**config.mk**
```make
export PLATFORM = sky130hd
export DESIGN_NAME = frpa_host
export DESIGN_NICKNAME = d
export VERILOG_FILES = /design/src/frpa_pkg.sv /design/src/frpa_bus_cycle.sv /design/src/frpa_host.sv
export VERILOG_INCLUDE_DIRS = /design/src
export SDC_FILE = /design/constraint.sdc
export NUM_CORES = 1
export LEC_CHECK = 0
export ABC_AREA = 1
export BUFFER_PORTS_ARGS = -buffer_cell sky130_fd_sc_hd__buf_2
export CAP_MARGIN = 10
export CORE_MARGIN = 4
export CORE_UTILIZATION = 50
export CTS_CLUSTER_DIAMETER = 80
export DETAILED_ROUTE_END_ITERATION = 8
export PLACE_DENSITY = 0.72
export RECOVER_POWER = 25
export SYNTH_ARGS = -nofsm -noshare
export SYNTH_HDL_FRONTEND = slang
export SYNTH_SLANG_ARGS = --single-unit
export TNS_END_PERCENT = 10
```
**constraint.sdc**
```tcl
create_clock -name clk -period 4.6 [get_ports clk]
set_clock_uncertainty 0.1 [all_clocks]
set_input_delay 0.46 -clock clk [delete_from_list [all_inputs] [get_ports clk]]
set_output_delay 0.46 -clock clk [all_outputs]
set_load 0.02 [all_outputs]
```
**src/frpa_map.svh**
```systemverilog
/*
 * Constants of the flash host controller: timing figures in ns, a macro
 * for their cycle counts, and address field positions.
 * Assumes a 100 MHz clock; included by bare name.
 */
`ifndef FRPA_MAP_SVH
`define FRPA_MAP_SVH

// Clock period in ns
`define FRPA_CLK_NS 10
// Cycles for a least time: rounded up, never below one
`define FRPA_CYC_MIN(ns) ((((ns) + `FRPA_CLK_NS - 1) / `FRPA_CLK_NS) < 1 ? 1 : (((ns) + `FRPA_CLK_NS - 1) / `FRPA_CLK_NS))

// Timing figures in ns
`define FRPA_CLEAR_PULSE_MIN_NS 500
`define FRPA_READY_IDLE_NS 500
`define FRPA_READY_ALG_NS 20000
`define FRPA_READ_AFTER_RELEASE_NS 50
`define FRPA_WE_PULSE_NS 40
`define FRPA_ACCESS_NS 90
`define FRPA_BUSY_SETTLE_NS 100

// Address field positions
`define FRPA_SECTOR_LSB 16
`define FRPA_GROUP_LSB 17
`define FRPA_A9_BIT 9
`define FRPA_A6_BIT 6

`endif

```
**src/frpa_pkg.sv**
```systemverilog
/*
 * Types of the flash host controller.
 * Assumes nothing of its surroundings.
 */
package frpa_pkg;

    // Operations that the user may request
    typedef enum logic [2:0] {
        FRPA_OP_READ,
        FRPA_OP_PROGRAM,
        FRPA_OP_ERASE_SECTOR,
        FRPA_OP_ID_CMD,
        FRPA_OP_ID_HV,
        FRPA_OP_HW_RESET
    } frpa_op_t;

    // Sequencer states
    typedef enum logic [2:0] {
        FRPA_S_IDLE,
        FRPA_S_ISSUE,
        FRPA_S_CYCLE,
        FRPA_S_SETTLE,
        FRPA_S_BUSY,
        FRPA_S_RST_LOW,
        FRPA_S_RST_RECOVER,
        FRPA_S_RST_HOLDOFF
    } frpa_state_t;

endpackage : frpa_pkg

```
**src/frpa_bus_cycle.sv**
```systemverilog
/*
 * One asynchronous bus cycle (read or write) on the flash pins.
 * Assumes start is a one-cycle pulse given only while done is not pending
 * and the engine is idle; data input arrives from a pin.
 */
`timescale 1ns/1ps
`include "frpa_map.svh"

module frpa_bus_cycle (
    input wire logic clk,
    input wire logic rstn,
    input wire logic start,
    input wire logic is_write,
    input wire logic [19:0] addr,
    input wire logic [7:0] wdata,
    output logic done_r,
    output logic [7:0] rdata_r,
    output logic idle_r,
    output logic ce_n_r,
    output logic oe_n_r,
    output logic we_n_r,
    output logic [19:0] addr_r,
    output logic [7:0] dq_out_r,
    output logic dq_oe_r,
    input wire logic [7:0] dq_in
);

    localparam logic [7:0] WE_CYC = 8'(`FRPA_CYC_MIN(`FRPA_WE_PULSE_NS));
    // Two extra cycles cover the input synchroniser
    localparam logic [7:0] RD_CYC = 8'(`FRPA_CYC_MIN(`FRPA_ACCESS_NS) + 2);

    typedef enum logic [2:0] {FRPA_B_IDLE, FRPA_B_SETUP, FRPA_B_STROBE, FRPA_B_HOLD, FRPA_B_READ} frpa_bstate_t;

    frpa_bstate_t st_r;
    logic [7:0] cnt_r;
    logic [7:0] dq_meta_r;
    logic [7:0] dq_sync_r;

    // Data pins are asynchronous to clk
    always_ff @(posedge clk) begin
        dq_meta_r <= dq_in;
        dq_sync_r <= dq_meta_r;
    end

    // Pin sequencing; write strobe is never low unless output gate is high
    always_ff @(posedge clk) begin
        if (!rstn) begin
            st_r <= FRPA_B_IDLE;
            cnt_r <= 8'h00;
            done_r <= 1'b0;
            rdata_r <= 8'h00;
            idle_r <= 1'b1;
            ce_n_r <= 1'b1;
            oe_n_r <= 1'b1;
            we_n_r <= 1'b1;
            addr_r <= 20'h00000;
            dq_out_r <= 8'h00;
            dq_oe_r <= 1'b0;
        end else begin
            done_r <= 1'b0;
            unique case (st_r)
                FRPA_B_IDLE: begin
                    if (start) begin
                        idle_r <= 1'b0;
                        addr_r <= addr;
                        ce_n_r <= 1'b0;
                        cnt_r <= 8'h00;
                        if (is_write) begin
                            oe_n_r <= 1'b1;
                            dq_out_r <= wdata;
                            dq_oe_r <= 1'b1;
                            st_r <= FRPA_B_SETUP;
                        end else begin
                            oe_n_r <= 1'b0;
                            st_r <= FRPA_B_READ;
                        end
                    end
                end
                FRPA_B_SETUP: begin
                    // Strobe only after chip select and gate have settled
                    we_n_r <= 1'b0;
                    st_r <= FRPA_B_STROBE;
                end
                FRPA_B_STROBE: begin
                    // Pulse kept well above the noise width the device rejects
                    if (cnt_r == WE_CYC - 8'h01) begin
                        we_n_r <= 1'b1;
                        st_r <= FRPA_B_HOLD;
                    end else begin
                        cnt_r <= cnt_r + 8'h01;
                    end
                end
                FRPA_B_HOLD: begin
                    ce_n_r <= 1'b1;
                    dq_oe_r <= 1'b0;
                    done_r <= 1'b1;
                    idle_r <= 1'b1;
                    st_r <= FRPA_B_IDLE;
                end
                FRPA_B_READ: begin
                    if (cnt_r == RD_CYC - 8'h01) begin
                        rdata_r <= dq_sync_r;
                        ce_n_r <= 1'b1;
                        oe_n_r <= 1'b1;
                        done_r <= 1'b1;
                        idle_r <= 1'b1;
                        st_r <= FRPA_B_IDLE;
                    end else begin
                        cnt_r <= cnt_r + 8'h01;
                    end
                end
                default: st_r <= FRPA_B_IDLE;
            endcase
        end
    end

endmodule : frpa_bus_cycle

```
**src/frpa_host.sv**
```systemverilog
/*
 * Host controller for a byte-wide parallel flash: reads, unlocked program
 * and sector erase, identifier reads by command or by high voltage, hard
 * reset pulses and temporary group unprotect.
 * Assumes the board converts hv_a9_en and hv_reset_en into the high
 * voltage level on the address pin A9 and on the reset pin.
 */
`timescale 1ns/1ps
`include "frpa_map.svh"

// Summary of operation
// - Idle reset completes in recovery time; read only after release delay.
// - Host flags, in interrupted_r, an operation that a hard reset interrupted.
// - Host holds control pins inactive so no stray write occurs.
// - Write only with chip select and strobe low, gate high.
module frpa_host #(
    parameter logic [19:0] UNLOCK_ADDR_A = 20'h00001,
    parameter logic [19:0] UNLOCK_ADDR_B = 20'h00002,
    parameter logic [7:0] UNLOCK_CODE_A = 8'h11,
    parameter logic [7:0] UNLOCK_CODE_B = 8'h22,
    parameter logic [7:0] CMD_PROGRAM = 8'h33,
    parameter logic [7:0] CMD_ERASE_SETUP = 8'h44,
    parameter logic [7:0] CMD_SECTOR_ERASE = 8'h55,
    parameter logic [7:0] CMD_AUTOSELECT = 8'h66,
    parameter logic [7:0] CMD_RESET = 8'h77,
    parameter int READY_ALG_NS = `FRPA_READY_ALG_NS
) (
    input wire logic clk,
    input wire logic rstn,
    input wire logic req,
    input wire frpa_pkg::frpa_op_t op,
    input wire logic [19:0] addr,
    input wire logic [7:0] wdata,
    input wire logic temp_unprotect,
    output logic ready_r,
    output logic done_r,
    output logic [7:0] rdata_r,
    output logic protected_r,
    output logic interrupted_r,
    output logic timeout_r,
    output logic ce_n,
    output logic oe_n,
    output logic we_n,
    output logic [19:0] addr_pin,
    output logic [7:0] data_lines_out,
    output logic data_lines_oe,
    input wire logic [7:0] data_lines_in,
    output logic reset_pin_n_r,
    output logic hv_reset_en_r,
    output logic hv_a9_en_r,
    input wire logic ready_busy_n
);

    localparam logic [15:0] CLR_CYC = 16'(`FRPA_CYC_MIN(`FRPA_CLEAR_PULSE_MIN_NS));
    localparam logic [15:0] IDLE_RCV_CYC = 16'(`FRPA_CYC_MIN(`FRPA_READY_IDLE_NS));
    localparam logic [15:0] ALG_RCV_CYC = 16'(`FRPA_CYC_MIN(READY_ALG_NS));
    localparam logic [15:0] RH_CYC = 16'(`FRPA_CYC_MIN(`FRPA_READ_AFTER_RELEASE_NS));
    localparam logic [15:0] SETTLE_CYC = 16'(`FRPA_CYC_MIN(`FRPA_BUSY_SETTLE_NS));

    frpa_pkg::frpa_state_t st_r;
    frpa_pkg::frpa_op_t op_r;
    logic [19:0] addr_r;
    logic [7:0] wdata_r;
    logic [2:0] step_r;
    logic [15:0] cnt_r;
    logic rb_meta_r;
    logic rb_sync_r;
    logic was_busy_r;
    logic cyc_start_r;
    logic cyc_done;
    logic cyc_idle;
    logic [7:0] cyc_rdata;
    logic [19:0] seq_addr;
    logic [7:0] seq_data;
    logic seq_write;

    // Last step index of each operation
    function automatic logic [2:0] last_step(input frpa_pkg::frpa_op_t o);
        unique case (o)
            frpa_pkg::FRPA_OP_PROGRAM: last_step = 3'h3;
            frpa_pkg::FRPA_OP_ERASE_SECTOR: last_step = 3'h5;
            frpa_pkg::FRPA_OP_ID_CMD: last_step = 3'h4;
            default: last_step = 3'h0;
        endcase
    endfunction : last_step

    // Identifier address: A9 and A6 at logic low, A1..A0 and group kept
    function automatic logic [19:0] id_addr(input logic [19:0] a);
        logic [19:0] r;
        r = a;
        r[`FRPA_A9_BIT] = 1'b0;
        r[`FRPA_A6_BIT] = 1'b0;
        id_addr = r;
    endfunction : id_addr

    // Bus cycle for the current step of the current operation
    always_comb begin
        seq_addr = addr_r;
        seq_data = wdata_r;
        seq_write = 1'b0;
        if (last_step(op_r) != 3'h0) begin
            seq_write = 1'b1;
            // Unlock pairs precede every command byte but the reset that closes an identifier read
            unique case (step_r)
                3'h0, 3'h3: begin
                    seq_addr = UNLOCK_ADDR_A;
                    seq_data = UNLOCK_CODE_A;
                end
                3'h1, 3'h4: begin
                    seq_addr = UNLOCK_ADDR_B;
                    seq_data = UNLOCK_CODE_B;
                end
                3'h2: begin
                    seq_addr = UNLOCK_ADDR_A;
                    seq_data = (op_r == frpa_pkg::FRPA_OP_PROGRAM) ? CMD_PROGRAM :
                               (op_r == frpa_pkg::FRPA_OP_ERASE_SECTOR) ? CMD_ERASE_SETUP : CMD_AUTOSELECT;
                end
                default: ;
            endcase
            if (op_r == frpa_pkg::FRPA_OP_PROGRAM && step_r == 3'h3) begin
                seq_addr = addr_r;
                seq_data = wdata_r;
            end
            if (op_r == frpa_pkg::FRPA_OP_ERASE_SECTOR && step_r == 3'h5) begin
                // Sector chosen by A19..A16 only
                seq_addr = {addr_r[19:`FRPA_SECTOR_LSB], 16'h0000};
                seq_data = CMD_SECTOR_ERASE;
            end
            if (op_r == frpa_pkg::FRPA_OP_ID_CMD && step_r == 3'h3) begin
                seq_write = 1'b0;
                seq_addr = id_addr(addr_r);
            end
            if (op_r == frpa_pkg::FRPA_OP_ID_CMD && step_r == 3'h4) begin
                // Leave identifier mode so array reads work again
                seq_addr = addr_r;
                seq_data = CMD_RESET;
            end
        end else if (op_r == frpa_pkg::FRPA_OP_ID_HV) begin
            seq_addr = id_addr(addr_r);
        end
    end

    // Ready/busy pin is asynchronous
    always_ff @(posedge clk) begin
        rb_meta_r <= ready_busy_n;
        rb_sync_r <= rb_meta_r;
    end

    // Main sequencer
    always_ff @(posedge clk) begin
        if (!rstn) begin
            st_r <= frpa_pkg::FRPA_S_IDLE;
            op_r <= frpa_pkg::FRPA_OP_READ;
            addr_r <= 20'h00000;
            wdata_r <= 8'h00;
            step_r <= 3'h0;
            cnt_r <= 16'h0000;
            was_busy_r <= 1'b0;
            cyc_start_r <= 1'b0;
            ready_r <= 1'b0;
            done_r <= 1'b0;
            rdata_r <= 8'h00;
            protected_r <= 1'b0;
            interrupted_r <= 1'b0;
            timeout_r <= 1'b0;
            reset_pin_n_r <= 1'b1;
            hv_a9_en_r <= 1'b0;
        end else begin
            cyc_start_r <= 1'b0;
            done_r <= 1'b0;
            unique case (st_r)
                frpa_pkg::FRPA_S_IDLE: begin
                    ready_r <= cyc_idle;
                    if (req && ready_r) begin
                        ready_r <= 1'b0;
                        op_r <= op;
                        addr_r <= addr;
                        wdata_r <= wdata;
                        step_r <= 3'h0;
                        cnt_r <= 16'h0000;
                        timeout_r <= 1'b0;
                        if (op == frpa_pkg::FRPA_OP_HW_RESET) begin
                            // Remember whether an algorithm was running
                            was_busy_r <= !rb_sync_r;
                            reset_pin_n_r <= 1'b0;
                            st_r <= frpa_pkg::FRPA_S_RST_LOW;
                        end else begin
                            interrupted_r <= 1'b0;
                            hv_a9_en_r <= (op == frpa_pkg::FRPA_OP_ID_HV);
                            st_r <= frpa_pkg::FRPA_S_ISSUE;
                        end
                    end
                end
                frpa_pkg::FRPA_S_ISSUE: begin
                    cyc_start_r <= 1'b1;
                    st_r <= frpa_pkg::FRPA_S_CYCLE;
                end
                frpa_pkg::FRPA_S_CYCLE: begin
                    if (cyc_done) begin
                        if (!seq_write) begin
                            rdata_r <= cyc_rdata;
                            protected_r <= cyc_rdata[0];
                        end
                        if (step_r == last_step(op_r)) begin
                            hv_a9_en_r <= 1'b0;
                            cnt_r <= 16'h0000;
                            if (op_r == frpa_pkg::FRPA_OP_PROGRAM || op_r == frpa_pkg::FRPA_OP_ERASE_SECTOR) begin
                                st_r <= frpa_pkg::FRPA_S_SETTLE;
                            end else begin
                                done_r <= 1'b1;
                                st_r <= frpa_pkg::FRPA_S_IDLE;
                            end
                        end else begin
                            step_r <= step_r + 3'h1;
                            st_r <= frpa_pkg::FRPA_S_ISSUE;
                        end
                    end
                end
                frpa_pkg::FRPA_S_SETTLE: begin
                    // Give the busy output time to fall before watching it
                    if (cnt_r == SETTLE_CYC - 16'h0001) begin
                        cnt_r <= 16'h0000;
                        st_r <= frpa_pkg::FRPA_S_BUSY;
                    end else begin
                        cnt_r <= cnt_r + 16'h0001;
                    end
                end
                frpa_pkg::FRPA_S_BUSY: begin
                    // A refused protected-group write never drops busy
                    if (rb_sync_r) begin
                        done_r <= 1'b1;
                        st_r <= frpa_pkg::FRPA_S_IDLE;
                    end else begin
                        cnt_r <= cnt_r + 16'h0001;
                    end
                end
                frpa_pkg::FRPA_S_RST_LOW: begin
                    // Pulse never shorter than the clear minimum
                    if (cnt_r == CLR_CYC - 16'h0001) begin
                        reset_pin_n_r <= 1'b1;
                        cnt_r <= 16'h0000;
                        st_r <= frpa_pkg::FRPA_S_RST_RECOVER;
                    end else begin
                        cnt_r <= cnt_r + 16'h0001;
                    end
                end
                frpa_pkg::FRPA_S_RST_RECOVER: begin
                    // Busy recovery ends on the ready pin or at the timeout, idle one on time
                    if (was_busy_r ? rb_sync_r : (cnt_r == IDLE_RCV_CYC - 16'h0001)) begin
                        cnt_r <= 16'h0000;
                        st_r <= frpa_pkg::FRPA_S_RST_HOLDOFF;
                    end else if (was_busy_r && cnt_r == ALG_RCV_CYC - 16'h0001) begin
                        timeout_r <= 1'b1;
                        cnt_r <= 16'h0000;
                        st_r <= frpa_pkg::FRPA_S_RST_HOLDOFF;
                    end else begin
                        cnt_r <= cnt_r + 16'h0001;
                    end
                end
                frpa_pkg::FRPA_S_RST_HOLDOFF: begin
                    // No read before the release delay has passed
                    if (cnt_r == RH_CYC - 16'h0001) begin
                        interrupted_r <= was_busy_r;
                        done_r <= 1'b1;
                        st_r <= frpa_pkg::FRPA_S_IDLE;
                    end else begin
                        cnt_r <= cnt_r + 16'h0001;
                    end
                end
                default: st_r <= frpa_pkg::FRPA_S_IDLE;
            endcase
        end
    end

    // Temporary unprotect follows the user level only between operations
    always_ff @(posedge clk) begin
        if (!rstn) begin
            hv_reset_en_r <= 1'b0;
        end else if (st_r == frpa_pkg::FRPA_S_IDLE) begin
            // Dropped on the edge that pulls the pin low, so the two never overlap
            hv_reset_en_r <= temp_unprotect && !(req && ready_r && op == frpa_pkg::FRPA_OP_HW_RESET);
        end else if (st_r == frpa_pkg::FRPA_S_RST_LOW) begin
            hv_reset_en_r <= 1'b0;
        end
    end

    // Pin engine; controls idle inactive with all strobes high
    frpa_bus_cycle u_cycle (
        .clk(clk),
        .rstn(rstn),
        .start(cyc_start_r),
        .is_write(seq_write),
        .addr(seq_addr),
        .wdata(seq_data),
        .done_r(cyc_done),
        .rdata_r(cyc_rdata),
        .idle_r(cyc_idle),
        .ce_n_r(ce_n),
        .oe_n_r(oe_n),
        .we_n_r(we_n),
        .addr_r(addr_pin),
        .dq_out_r(data_lines_out),
        .dq_oe_r(data_lines_oe),
        .dq_in(data_lines_in)
    );

endmodule : frpa_host

```
==> results.cfg <==
[finish]
nFillCells = 1095
diodes = 0
drive_gt1_share_pct = 14.3
finalCoreUtilization_pct = 61.0
design.final.nets = 957
area_delta_synth_final_pct = 17.9

[synthesis]
synth_cell_type_count = 41
net_count_of_the_mapped_netlist = 873
syn-cell-area_mm2 = 0.00598
syn_inst = 819
postSynthAreaPerCell_um2 = 7.31
post_synth_main_area_contributors = sky130_fd_sc_hd__dfxtp_1 47%, sky130_fd_sc_hd__nor2_1 9.6%, sky130_fd_sc_hd__nand2_1 8.5%
synth_edf_count = 0
top_count_cell_post_synth = sky130_fd_sc_hd__nor2_1
synthTopCellsByCount = 153 x sky130_fd_sc_hd__nor2_1, 140 x sky130_fd_sc_hd__dfxtp_1, 136 x sky130_fd_sc_hd__nand2_1, 101 x sky130_fd_sc_hd__o21ai_0, 59 x sky130_fd_sc_hd__inv_1
share_of_synthesized_registers_carrying_an_async_set_or_reset_pct = 0
proportion_of_synthesized_chip_area_in_sequential_cells_pct = 46.8
yosysWarnings = 0
synth_seq_cells = 140
yosys.area.top_type_share_pct = 46.8
synth_top_area_cell = sky130_fd_sc_hd__dfxtp_1
ys.flop_type = sky130_fd_sc_hd__dfxtp_1

[power_and_ir_drop]
power.switching_fraction_pct = 33.5
power.switching_uw = 1260
static-leakage-power_uw = 0.00303
clkPwrFrac_pct = 36.8
power.density_cell_area_mw_per_mm2 = 534
p_int_uw = 2510
logic_pwr_share_pct = 24.3
p_seq_share_pct = 38.8
ir_worst_vdd_v = 0.000318

[detailed_routing]
vias = 5465
m1WireLength_mm = 6.61
drc = 0
detailedRoute.firstIterationViolations = 398
routed-wl-met2_mm = 6.36
drt_first_pass_iters = 5
wl_met3_um = 617
antenna_violating_nets_post_route = 0
top_layer_used = met4
post_dr_vias_cell = 5.16
wl_per_cell_um = 13.0
drt_wl_total_mm = 13.8

[timing]
report.final.hold_viol_count = 0
setup-tns-final_ps = 0
report.final.setup_viol = 0
max_freq_mhz = 425
relSlewSlack_pct = 32.7
worst_pin_slew_ps = 1010
finalMaxSlewViolations = 0
rsz_0062_raised_after_global_routing = no
post-route-period-util_pct = 51.1
final.min_clock_period_ps = 2350
hold_slack_ps = 43.4
setup_slack_ps = 2250

[min_path]
min-delay-path-class = input pin to flip-flop
worstHoldEndpoint = u_cycle.dq_meta_r[6]$_DFF_P_
min_delay_path_depth = 1
min-delay-start = data_lines_in[6]

[worst_setup_path]
worst_r2r_end = u_cycle.dq_out_r[0]$_SDFFE_PN0P_
crit_path_start_kind = flip-flop
worst-path-max-fanout = 14
setup.worst_path.class = flip-flop to flip-flop
r2r_cells = 8
worstReg2RegStart = step_r[0]$_SDFFE_PN0P_
critical_path.endpoint_type = flip-flop
worst-endpoint-arrival_ps = 2550
critical_path_required_ps = 4790
setup.reg_to_reg.worst_slack_ps = 2250

[clock_tree]
cts_sinks = 140
worst_setup_hold_path_clk_slew_ps = 60
cts_buffer_count = 17
cts_setup_buffers = 0
clock_insertion_delay_worst_skew_ps = 410
clockRootBuffer = sky130_fd_sc_hd__clkbuf_16
post_cts_hold_buffer_count = 0
cts_resized = 0
htreeDepth = 4
tritoncts_clock_tree = built
ctsLongestPathBuffers = 2

[die]
design.die.area_mm2 = 0.0138
rows = 39
core_region_area_mm2 = 0.0116
effective_utilization_at_floorplan_pct = 51.7
die_h_um = 117
top_level_ports = 92
die_w_um = 117

[grt]
globalRouteOverflowTotal = 0
grt_start_max_net_pins = 63
vias_in_the_first_global_route = 5125
grt_usage_pct = 20.4
first_pass_grt_wire_length_mm = 23.6
initial_antenna_violation_count = 0

[status]
status = complete, no violations

[flow_run]
drv_cap = 0

[place]
dp_hpwl_mm = 9.56
place.gp.congestion = 0.896
port_buffers = 91
dp_slack_ps = 2240
layout by cell type (no fill, tap or decap), types with 2 or more instances in the layout:
master,netlist,final
sky130_fd_sc_hd__a21oi_1,58,58
sky130_fd_sc_hd__a31oi_1,5,5
sky130_fd_sc_hd__buf_2,6,62
sky130_fd_sc_hd__buf_4,3,2
sky130_fd_sc_hd__bufinv_16,0,3
sky130_fd_sc_hd__clkbuf_1,14,30
sky130_fd_sc_hd__clkbuf_16,0,17
sky130_fd_sc_hd__clkinv_2,0,2
sky130_fd_sc_hd__clkinvlp_4,0,4
sky130_fd_sc_hd__dfxtp_1,140,140
sky130_fd_sc_hd__ha_1,10,10
sky130_fd_sc_hd__inv_1,59,59
sky130_fd_sc_hd__inv_2,9,9
sky130_fd_sc_hd__inv_6,0,3
sky130_fd_sc_hd__nand2_1,136,136
sky130_fd_sc_hd__nand2_2,8,8
sky130_fd_sc_hd__nand2_4,2,2
sky130_fd_sc_hd__nand3_1,51,51
sky130_fd_sc_hd__nand3_2,4,4
sky130_fd_sc_hd__nand3b_1,4,4
sky130_fd_sc_hd__nand4_1,7,7
sky130_fd_sc_hd__nor2_1,153,153
sky130_fd_sc_hd__nor2_2,6,6
sky130_fd_sc_hd__nor2_4,3,3
sky130_fd_sc_hd__nor3_1,11,11
sky130_fd_sc_hd__o21ai_0,101,101
sky130_fd_sc_hd__o21ai_1,3,3
sky130_fd_sc_hd__o311ai_0,2,2
sky130_fd_sc_hd__or2_0,2,2
sky130_fd_sc_hd__xor2_1,4,4
routing by layer:
metal	up-vias	GRT usage (%)
met2	118	32.4
met4	0	7.92
met1	2479	26.9
met5	-	0
li1	2854	-
met3	14	4.86
power by group through the flow:
| stage | Combinational, uW | Clock, uW | Sequential (uW) |
|---|---|---|---|
| floorplan | 669 | 0 | 1530 |
| global placement | 918 | 0 | 1490 |
| detailed placement | 921 | 0 | 1490 |
| CTS | 929 | 1410 | 1460 |
| global route | 1050 | 1460 | 1480 |
| finish | 917 | 1390 | 1460 |
cells by family (layout without fill, tap and decap cells):
group | count (synthesis) | count (layout) | synth area share (%)
simple gates | 392 | 392 | 28.4
compound gates | 175 | 175 | 15.2
flops | 140 | 140 | 46.8
buf+inv | 98 | 195 | 6.90
fa+ha+maj | 10 | 10 | 2.09
xor+xnor | 4 | 4 | 0.585
flip-flops by register name (all words and copies together) (netlist names), 3 cells and up:
register           count
u_cycle.dq_meta_r      8
rdata_r                8
u_cycle.rdata_r        8
step_r                 3
u_cycle.addr_r        20
st_r                   3
cnt_r                 16
addr_r                20
u_cycle.dq_sync_r      8
u_cycle.st_r           3
op_r                   3
wdata_r                8
u_cycle.dq_out_r       8
u_cycle.cnt_r          8
area by class of cell:
cell class	count	area (um^2)	area share (%)
inverters	70	265	3.76
repair buffers	93	434	6.15
well taps	143	179	2.54
flip-flops and latches	140	2800	39.7
clock buffers	19	443	6.28
multi-input cells	581	2770	39.2
clock inverters	13	165	2.34
worst max-delay path, cell delays in order, from the launching register on:
cell and delay, ps:
sky130_fd_sc_hd__dfxtp_1 350, sky130_fd_sc_hd__ha_1 210, sky130_fd_sc_hd__ha_1 200, sky130_fd_sc_hd__nand3_1 170, sky130_fd_sc_hd__nand2_1 150, sky130_fd_sc_hd__nor2_1 580
sky130_fd_sc_hd__nand2_1 160, sky130_fd_sc_hd__a31oi_1 230, sky130_fd_sc_hd__a21oi_1 90
stage by stage:
stage / cells / cell area [um^2] / total power, uW
6_report: 1059 / 7060 / 3770
5_1_grt: 1059 / 7060 / 4000
3_5_place_dp: 1027 / 6480 / 2410
2_1_floorplan: 819 / 5980 / 2200
4_1_cts: 1059 / 7090 / 3800
3_3_place_gp: 1027 / 6480 / 2400
worst max path at each step:
stage / startpoint / cells after the start / slack (ps) / end
3_5_place_dp: rstn / 5 / 2240 / hv_reset_en_r$_SDFFE_PN0N_
3_3_place_gp: rstn / 5 / 2210 / hv_reset_en_r$_SDFFE_PN0N_
6_report: step_r[0]$_SDFFE_PN0P_ / 8 / 2250 / u_cycle.dq_out_r[0]$_SDFFE_PN0P_
2_1_floorplan: step_r[0]$_SDFFE_PN0P_ / 10 / 2880 / u_cycle.addr_r[10]$_SDFFE_PN0P_
5_1_grt: step_r[2]$_SDFFE_PN0P_ / 8 / 1970 / u_cycle.dq_out_r[2]$_SDFFE_PN0P_
4_1_cts: step_r[0]$_SDFFE_PN0P_ / 8 / 2240 / u_cycle.dq_out_r[0]$_SDFFE_PN0P_
No activity file was read; power rests on OpenSTA's default activity.
